[src/pkg/status_monitor_defs.svh]
`ifndef STATUS_MONITOR_DEFS_SVH
`define STATUS_MONITOR_DEFS_SVH

// clock rate and key hold time
`define CLK_FREQ_HZ        10000000
`define HOLD_TIME_MS       1000
`define HOLD_CYCLES        ((`CLK_FREQ_HZ / 1000) * `HOLD_TIME_MS)

// monitor numbers shown in number mode
`define MON_NUM_INPUT      12'h005
`define MON_NUM_OUTPUT     12'h006
`define MON_NUM_SAFETY     12'h015

// segment field positions within one display position
`define SEG_TOP            0
`define SEG_BOTTOM         3
`define SEG_WIDTH          7
`define POSITIONS          8

`endif

[src/pkg/status_monitor_pkg.sv]
package status_monitor_pkg;

  typedef enum logic [1:0] {
    mon_input,
    mon_output,
    mon_safety
  } monitor_sel_t;

  typedef enum logic [1:0] {
    panel_status,
    panel_number,
    panel_pattern
  } panel_mode_t;

endpackage

[src/verilog/io_status_segment_monitor.sv]
`timescale 1ns/10ps
`include "status_monitor_defs.svh"
//
// Behaviour
// - mode key enters monitor number display
// - up/down keys step through three monitors
// - one-second shift hold shows status pattern
// - one-second shift hold returns to number
// - input off lights top, on lights bottom
// - output off lights top, on lights bottom
// - safety inputs use inverted segment polarity
// - input positions one to eight mapping
// - output positions one to seven, eight reserved
// - safety positions one and two, rest reserved
// - shorted input terminal counts as on
// - conducting output transistor counts as on
module io_status_segment_monitor #(
  parameter int HOLD_CYCLES = `HOLD_CYCLES
) (
  input  wire logic        clk,
  input  wire logic        rst_b,
  input  wire logic        mode_key,
  input  wire logic        up_key,
  input  wire logic        down_key,
  input  wire logic        shift_key,
  input  wire logic        servo_on_shorted,
  input  wire logic        proportional_control_input,
  input  wire logic        forward_overtravel_input,
  input  wire logic        reverse_overtravel_input,
  input  wire logic        alarm_reset_input,
  input  wire logic        forward_current_limit_input,
  input  wire logic        reverse_current_limit_input,
  input  wire logic        sensor_on_input,
  input  wire logic        alarm_output,
  input  wire logic        positioning_complete_output,
  input  wire logic        rotation_detect_output,
  input  wire logic        servo_ready_output,
  input  wire logic        alarm_code_bit_one,
  input  wire logic        alarm_code_bit_two,
  input  wire logic        alarm_code_bit_three,
  input  wire logic        hard_block_input_one,
  input  wire logic        hard_block_input_two,
  output logic [1:0]       panel_mode,
  output logic [11:0]      monitor_number,
  output logic [55:0]      segments
);

  ////////////////////////////////////////////////////////////////////////////
  // synchronise keys and input terminal states

  localparam int NKEY = 4;
  localparam int NIN  = 10;

  logic [NKEY-1:0] keys;
  logic [NIN-1:0]  in_sync;

  key_sync #(.WIDTH(NKEY)) u_key_sync (
    .clk      (clk),
    .rst_b    (rst_b),
    .async_in ({shift_key, down_key, up_key, mode_key}),
    .sync_out (keys)
  );

  key_sync #(.WIDTH(NIN)) u_in_sync (
    .clk      (clk),
    .rst_b    (rst_b),
    .async_in ({hard_block_input_two, hard_block_input_one,
                sensor_on_input, reverse_current_limit_input,
                forward_current_limit_input, alarm_reset_input,
                reverse_overtravel_input, forward_overtravel_input,
                proportional_control_input, servo_on_shorted}),
    .sync_out (in_sync)
  );

  // outputs come from logic on the same clock and need no synchroniser
  wire [6:0] out_on = {alarm_code_bit_three, alarm_code_bit_two, alarm_code_bit_one,
                       servo_ready_output, rotation_detect_output,
                       positioning_complete_output, alarm_output};

  ////////////////////////////////////////////////////////////////////////////
  // key edges and shift hold timer

  logic [NKEY-1:0] keys_q;
  logic [31:0]     hold_count;
  logic            hold_done;

  wire mode_press  = keys[0] & ~keys_q[0];
  wire up_press    = keys[1] & ~keys_q[1];
  wire down_press  = keys[2] & ~keys_q[2];
  // timer restarts whenever shift is released, so one toggle per hold
  wire hold_reach  = keys[3] && !hold_done && (hold_count == 32'(HOLD_CYCLES - 1));
  wire [31:0] next_hold_count = keys[3] ? (hold_reach ? hold_count : hold_count + 32'h1)
                                        : 32'h0;
  wire next_hold_done = keys[3] & (hold_done | hold_reach);

  always_ff @(posedge clk or negedge rst_b) begin
    if (!rst_b) begin
      keys_q     <= '0;
      hold_count <= 32'h0;
      hold_done  <= 1'b0;
    end else begin
      keys_q     <= keys;
      hold_count <= next_hold_count;
      hold_done  <= next_hold_done;
    end
  end

  ////////////////////////////////////////////////////////////////////////////
  // panel mode and monitor selection

  status_monitor_pkg::panel_mode_t  mode;
  status_monitor_pkg::panel_mode_t  next_mode;
  status_monitor_pkg::monitor_sel_t sel;
  status_monitor_pkg::monitor_sel_t next_sel;

  always_comb begin
    next_mode = mode;
    next_sel  = sel;
    unique case (mode)
      status_monitor_pkg::panel_status: begin
        if (mode_press)
          next_mode = status_monitor_pkg::panel_number;
      end
      status_monitor_pkg::panel_number: begin
        // mode key wins over a finished hold, a finished hold over stepping
        if (mode_press)
          next_mode = status_monitor_pkg::panel_status;
        else if (hold_reach)
          next_mode = status_monitor_pkg::panel_pattern;
        else if (up_press) begin
          unique case (sel)
            status_monitor_pkg::mon_input:  next_sel = status_monitor_pkg::mon_output;
            status_monitor_pkg::mon_output: next_sel = status_monitor_pkg::mon_safety;
            default:                        next_sel = status_monitor_pkg::mon_input;
          endcase
        end else if (down_press) begin
          unique case (sel)
            status_monitor_pkg::mon_input:  next_sel = status_monitor_pkg::mon_safety;
            status_monitor_pkg::mon_output: next_sel = status_monitor_pkg::mon_input;
            default:                        next_sel = status_monitor_pkg::mon_output;
          endcase
        end
      end
      status_monitor_pkg::panel_pattern: begin
        if (hold_reach)
          next_mode = status_monitor_pkg::panel_number;
      end
      default: next_mode = status_monitor_pkg::panel_status;
    endcase
  end

  always_ff @(posedge clk or negedge rst_b) begin
    if (!rst_b) begin
      mode <= status_monitor_pkg::panel_status;
      sel  <= status_monitor_pkg::mon_input;
    end else begin
      mode <= next_mode;
      sel  <= next_sel;
    end
  end

  ////////////////////////////////////////////////////////////////////////////
  // segment pattern

  logic [7:0] on_bits;
  logic [7:0] valid_bits;
  logic       inverted;

  always_comb begin
    unique case (sel)
      status_monitor_pkg::mon_output: begin
        on_bits    = {1'b0, out_on};
        valid_bits = 8'h7f;
        inverted   = 1'b0;
      end
      status_monitor_pkg::mon_safety: begin
        on_bits    = {6'h00, in_sync[9:8]};
        valid_bits = 8'h03;
        inverted   = 1'b1;
      end
      default: begin
        on_bits    = in_sync[7:0];
        valid_bits = 8'hff;
        inverted   = 1'b0;
      end
    endcase
  end

  logic [55:0] pattern;

  always_comb begin
    pattern = 56'h0;
    for (int i = 0; i < `POSITIONS; i++) begin
      if (valid_bits[i]) begin
        if (on_bits[i] ^ inverted)
          pattern[i*`SEG_WIDTH + `SEG_BOTTOM] = 1'b1;
        else
          pattern[i*`SEG_WIDTH + `SEG_TOP] = 1'b1;
      end
    end
  end

  wire [11:0] next_monitor_number = (sel == status_monitor_pkg::mon_output) ? `MON_NUM_OUTPUT :
                                    (sel == status_monitor_pkg::mon_safety) ? `MON_NUM_SAFETY :
                                    `MON_NUM_INPUT;
  wire [55:0] next_segments = (mode == status_monitor_pkg::panel_pattern) ? pattern : 56'h0;

  always_ff @(posedge clk or negedge rst_b) begin
    if (!rst_b) begin
      monitor_number <= 12'h000;
      segments       <= 56'h0;
    end else begin
      monitor_number <= next_monitor_number;
      segments       <= next_segments;
    end
  end

  assign panel_mode = mode;

endmodule

[src/verilog/key_sync.sv]
`timescale 1ns/10ps
// three-stage synchroniser with agreement of the last two stages
module key_sync #(
  parameter int WIDTH = 1
) (
  input  wire logic             clk,
  input  wire logic             rst_b,
  input  wire logic [WIDTH-1:0] async_in,
  output logic      [WIDTH-1:0] sync_out
);

  logic [WIDTH-1:0] stage1;
  logic [WIDTH-1:0] stage2;
  logic [WIDTH-1:0] stage3;
  wire  [WIDTH-1:0] agree = ~(stage2 ^ stage3);
  wire  [WIDTH-1:0] next_sync_out = (agree & stage3) | (~agree & sync_out);

  always_ff @(posedge clk or negedge rst_b) begin
    if (!rst_b) begin
      stage1   <= '0;
      stage2   <= '0;
      stage3   <= '0;
      sync_out <= '0;
    end else begin
      stage1   <= async_in;
      stage2   <= stage1;
      stage3   <= stage2;
      sync_out <= next_sync_out;
    end
  end

endmodule

[config.mk]
export PLATFORM = sky130hd
export DESIGN_NAME = io_status_segment_monitor
export DESIGN_NICKNAME = d
export VERILOG_FILES = /design/src/pkg/status_monitor_pkg.sv /design/src/verilog/io_status_segment_monitor.sv /design/src/verilog/key_sync.sv
export VERILOG_INCLUDE_DIRS = /design/src /design/src/pkg
export SDC_FILE = /design/constraint.sdc
export NUM_CORES = 1
export LEC_CHECK = 0
export BUFFER_PORTS_ARGS = -buffer_cell sky130_fd_sc_hd__buf_2
export CAP_MARGIN = 20
export CORE_MARGIN = 2
export CORE_UTILIZATION = 25
export CTS_BUF_LIST = sky130_fd_sc_hd__clkbuf_8
export DETAILED_ROUTE_END_ITERATION = 8
export PLACE_DENSITY = 0.42
export SETUP_SLACK_MARGIN = 0.3
export SYNTH_ARGS = -nofsm -noshare
export SYNTH_HDL_FRONTEND = slang
export SYNTH_SLANG_ARGS = --single-unit
[constraint.sdc]
create_clock -name clk -period 2.02 [get_ports clk]
set_input_delay 0.404 -clock clk [delete_from_list [all_inputs] [get_ports clk]]
set_output_delay 0.404 -clock clk [all_outputs]
set_load 0.01 [all_outputs]
# == Word-level counts from Yosys, hierarchy flattened ==
# Cells that the tools add are included.
# word_totals
word_cells,112
output_inout_bits,70
inputBits,23
register_bits,154
# classes
muxes,49
addsub,1
eq_ne,9
bitwise_logic,30
n_reduce_logical,8
# ops
operator,count
$mux W32,2
$mux W53,1
$mux W1,33
$add A32 B1 Y32 const B,1
$eq A32 B24 Y1 const B,1
$pmux W8 S2,2
$and A10 B10 Y10,2
$not A10 Y10,2
$mux W2,6
$mux W5,2
$or A10 B10 Y10,1
$xor A10 B10 Y10,1
$and A4 B4 Y4,2
$not A4 Y4,2
$pmux W2 S2,2
$xor A1 B1 Y1,8
$ne A2 B2 Y1 const B,3
$pmux W2 S3,1
$not A1 Y1,5
$and A1 B1 Y1,4
$eq A2 B1 Y1 const B,2
$eq A2 B2 Y1 const B,2
$logic_not A2 Y1,2
$or A4 B4 Y4,1
other kinds (8),9

# == Logic depth before layout (Yosys ltp) ==
# logic_depth
ltp_word,6
ltp_mapped,8
mapped_depth_nobuf,7

# == By module ==
# A second synthesis with hierarchy kept.
# hier_totals
cells_unflattened,403
hier_area_um2,4934.7
# by_module_without_submodules
module,cells_per_inst,n_inst,area_each_um2,seq_area_each_um2
io_status_segment_monitor,333,1,3375.7,1501.4
key_sync at u_in_sync,50,1,1113.6,1001.0
key_sync at u_key_sync,20,1,445.4,400.4

# == Worst setup path after synthesis ==
# Ideal clock, no wire load.
# synth_timing
path_kind,flip-flop to flip-flop
from,register hold_count[0]
to,register hold_count[5]
n_path_buf,1
t_required_ns,1.900
setup_ns,0.120
arrival_ns,1.777
setup_slack_ns,0.123
stages_incl_launch_ff,8
synth_period_minus_slack_ns,1.897
path_cell_list,dfrtp_1 > ha_1 > nand2_1 > nor2_4 > and3_1 > buf_6 > or4_1 > and3_1
# synth_via
elab_chain_len,3
elab_cells_between_ends,6
cone_classes,1 x add/sub; 2 x eq/ne; 2 x mux; 1 x reduce/logical
# synth_rtl
item,line_no,text
from (decl),io_status_segment_monitor.sv:84,logic [31:0] hold_count;
from (signal assigned),io_status_segment_monitor.sv:103,hold_count <= next_hold_count;
$add A32 B1 Y32 / $eq A32 B24 Y1 (equally long branches),"io_status_segment_monitor.sv:92, io_status_segment_monitor.sv:91",
$mux W32 / $logic_and A1 B1 Y1 (equally long branches),"io_status_segment_monitor.sv:92, io_status_segment_monitor.sv:91",
$mux W32 / $ne A2 B2 Y1 (equally long branches),--,
# Parallel ways exist; a longest one is shown, timed or not. The select of a mux whose other input is x is not followed.
# A chain may end at the register's enable or synchronous reset.

# == Final worst setup path ==
# layout_timing
from,register hold_count[25]
to,"register mode[1], in the netlist panel_mode[1]"
# layout_via
elab_chain_len,4
elab_cells_between_ends,5
cone_classes,3 x eq/ne; 2 x reduce/logical
# layout_rtl
item,line_no,text
$eq A32 B24 Y1 (*),io_status_segment_monitor.sv:91,wire hold_reach = keys[3] && !hold_done && (hold_count == 32'(HOLD_CYCLES - 1));
$logic_and A1 B1 Y1 (*),io_status_segment_monitor.sv:91,
$ne A3 B3 Y1 (no source line) / $ne A2 B2 Y1 (equally long branches),--,
$reduce_and A3 Y1 (no source line) (*),--,
to (signal assigned),io_status_segment_monitor.sv:154,mode <= status_monitor_pkg::panel_status;
to (signal assigned),io_status_segment_monitor.sv:157,mode <= next_mode;
to (decl),io_status_segment_monitor.sv:111,status_monitor_pkg::panel_mode_t mode;
# Every way passes the cells marked *; elsewhere a longest branch is shown, timed or not.

==> results.py <==
metrics = {
    "sta": {
        "clock_skew_ns": 0.0108,
        "timing.final.crit_share_pct": 90.2,
        "tightest_slew_ns": 0.590,
        "hold_ws_ns": 0.0601,
        "max_slew_margin_pct": 60.6,
        "worst_slack_ns": 0.197,
        "tns_ns": 0,
        "period_needed_ns": 1.82,
        "finalHoldViolations": 0,
        "final-setup-viol-count": 0,
        "fmax_mhz": 549,
        "drv_slew": 0,
        "rsz0062_at_grt": "true",
    },
    "hold_path": {
        "min_from": "hard_block_input_two",
        "min_path_type": "primary input to flip-flop",
    },
    "synthesis": {
        "synth-edff-count": 0,
        "avgSynthCellArea_um2": 11.8,
        "syn_inst": 412,
        "yosysSeqAreaShare_pct": 59.5,
        "synth_top_cell_by_area": "dfrtp_1",
        "yosys-top-cells-count": "dfrtp_1, buf_4, nor2_1, nand2_1, nand3_1",
        "yosysTopAreaCellShare_pct": 59.5,
        "yosysMostFrequentCell": "dfrtp_1",
        "synthFlopType": "dfrtp_1",
        "netlist_top_cells_area": "dfrtp_1, buf_4, nor2_1",
        "ys_seq_elements": 116,
        "synth_async_sr_flop_share_pct": 100,
        "syn_area_um2": 4880,
        "synth_warnings": 0,
        "synth.distinct_cells": 47,
    },
    "detailed_routing": {
        "drt_iter0_markers": 173,
        "wl_per_cell_um": 12.3,
        "routed_wl_mm": 9.42,
        "antenna_left": 0,
        "drc": 0,
        "vias": 3060,
        "vias_per_cell": 3.99,
        "firstDrtPassIters": 4,
    },
    "placement": {
        "placed_cells": 728,
        "pre_cts_ws_ns": 0.191,
        "port_buffers": 44,
        "hpwl_mm": 6.41,
        "gp_congestion": 0.799,
    },
    "final_layout": {
        "num-nets-final": 518,
        "stdcell_count": 767,
        "syn_to_final_growth_pct": 21.9,
        "diodes": 0,
        "final_util_pct": 30.8,
        "final_layout_size_suffix_gt1_share_pct": 26.9,
    },
    "grt": {
        "grt_pass1_wl_mm": 15.6,
        "grt_pass1_vias": 3009,
        "track_usage_pct": 10.1,
        "grt_remaining_overflow": 0,
        "antenna_found_initial": 0,
        "grt_start_max_net_pins": 46,
    },
    "power_and_ir_drop": {
        "p_per_area_nw_per_um2": 963,
        "ir_drop_mv": 0.516,
        "p_leak_nw": 2.76,
    },
    "run_status": {
        "status": "finished clean",
    },
    "clocking": {
        "ctsRootBufferMaster": "clkbuf_8",
        "clock-sinks": 116,
        "path_clk_slew_ns": 0.08,
        "htree_levels": 4,
        "clock_insertion_delay_worst_skew_ns": 0.44,
        "cts_tree": "done",
        "cts-buffers-inserted": 17,
        "clk_path_buf_depth": 2,
    },
    "critical_path": {
        "cp.required_ns": 2.38,
        "reg2reg_from": "hold_count[25]",
        "crit_arrival_ns": 2.18,
        "cp_slowest_stage_delay_ns": 0.57,
        "worstSetupEndpointType": "flip-flop",
        "crit_type": "flip-flop to flip-flop",
        "path_cells": "or4b_4, nor4_4, buf_4, and3_4, mux2i_1",
        "cp_slowest_cell": "or4b_4",
        "cp-startpoint": "hold_count[25]",
        "worstPathMaxFanout": 5,
        "startpoint_type": "flip-flop",
    },
    "floorplanning": {
        "core_area_um2": 19300,
        "die_h_um": 144,
        "die_x_um": 144,
        "io_pins": 93,
        "initial_core_util_pct": 25.3,
        "die-area_um2": 20600,
        "rows": 51,
    },
    "job": {
        "cap_violations": 0,
    },
}
-- layout by cell type (no fill, tap or decap), drive strengths merged, types with 2 or more instances in the layout --
cell type and count:
maj3 14, clkinv 4, buf 68, and4 2, nand3 17, a21oi 9
nor2b 12, or2 3, dfrtp 116, nor3 3, and3 7, nand3b 3
nor2 39, clkbuf 19, or3 2, xnor2 9, mux2i 8, nor4 10
ha 5, bufinv 2, nand4 11, nand2b 9, inv 14, conb 49
a31oi 7, o21ai 13, xor2 14, nand2 20
-- cell families after synthesis --
logic type | count (synthesis) | synth area share, %
multiplexers | 9 | 1.87
adder cells (fa/ha/maj) | 19 | 4.16
buffers and inverters | 67 | 9.03
AO/OA/AOI/OAI | 33 | 4.03
AND/OR/NAND/NOR | 143 | 17.1
other | 2 | 0.154
XOR/XNOR | 23 | 4.13
flip-flops | 116 | 59.5
-- per-stage QoR --
stage	cell area [um^2]	power (mW)
CTS	5810	5.77
floorplan	5070	3.30
finish	5940	5.72
global route	5940	6.08
detailed placement	5360	3.55
global placement	5360	3.53
-- critical path: cells and delay by family, from the launching register on --
family,cells,cell delay [ns]
buffers and inverters,1,0.17
DFF,1,0.38
muxes,1,0.18
and+or+nand+nor,3,1.01
-- layout make-up --
cell class / count / area (um^2)
fillers: 2002 / 13300
flip-flops and latches: 116 / 2910
multi-input cells: 277 / 1830
repair buffers: 69 / 429
well taps: 265 / 332
clock buffers: 19 / 262
clock inverters: 12 / 146
inverters: 9 / 33.8
-- repair_timing --
item | in CTS | in global routing
hold buffers | 1 | 0
pin swaps | 4 | 4
hold endpoints to repair | 32 | 0
resized for setup | 1 | 21
buffers inserted | 2 | 4
gates cloned | 1 | 0
setup endpoints to repair | 10 | 41
-- worst paths after layout --
check | end | slack (ns) | cells past startpoint
max reg2reg | panel_mode[1] | 0.20 | 5
max in group asynchronous | hold_count[19] | 0.92 | 3
max | panel_mode[1] | 0.20 | 5
min in group asynchronous | u_in_sync.stage1[6] | 0.45 | 2
min reg2reg | u_key_sync.stage2[0] | 0.35 | 0
min | u_in_sync.stage1[9] | 0.06 | 1
-- report_power, final --
| group | total (mW) | switching [mW] | internal [mW] |
|---|---|---|---|
| registers | 2.55 | 0.0819 | 2.47 |
| logic | 0.997 | 0.570 | 0.426 |
| clock network | 2.18 | 0.997 | 1.18 |
| total | 5.72 | 1.65 | 4.07 |
-- per-layer routing --
layer | routed length [um] | track usage [%] | part of all wire (%) | vias up
li1 | - | - | - | 1457
met1 | 4050 | 11.9 | 43 | 1504
met2 | 4690 | 16.0 | 50 | 81
met3 | 431 | 3.13 | 4.6 | 18
met4 | 245 | 5.99 | 2.6 | 0
met5 | 0 | 0 | 0 | -
Note: power is estimated with default switching activity, not from simulation.
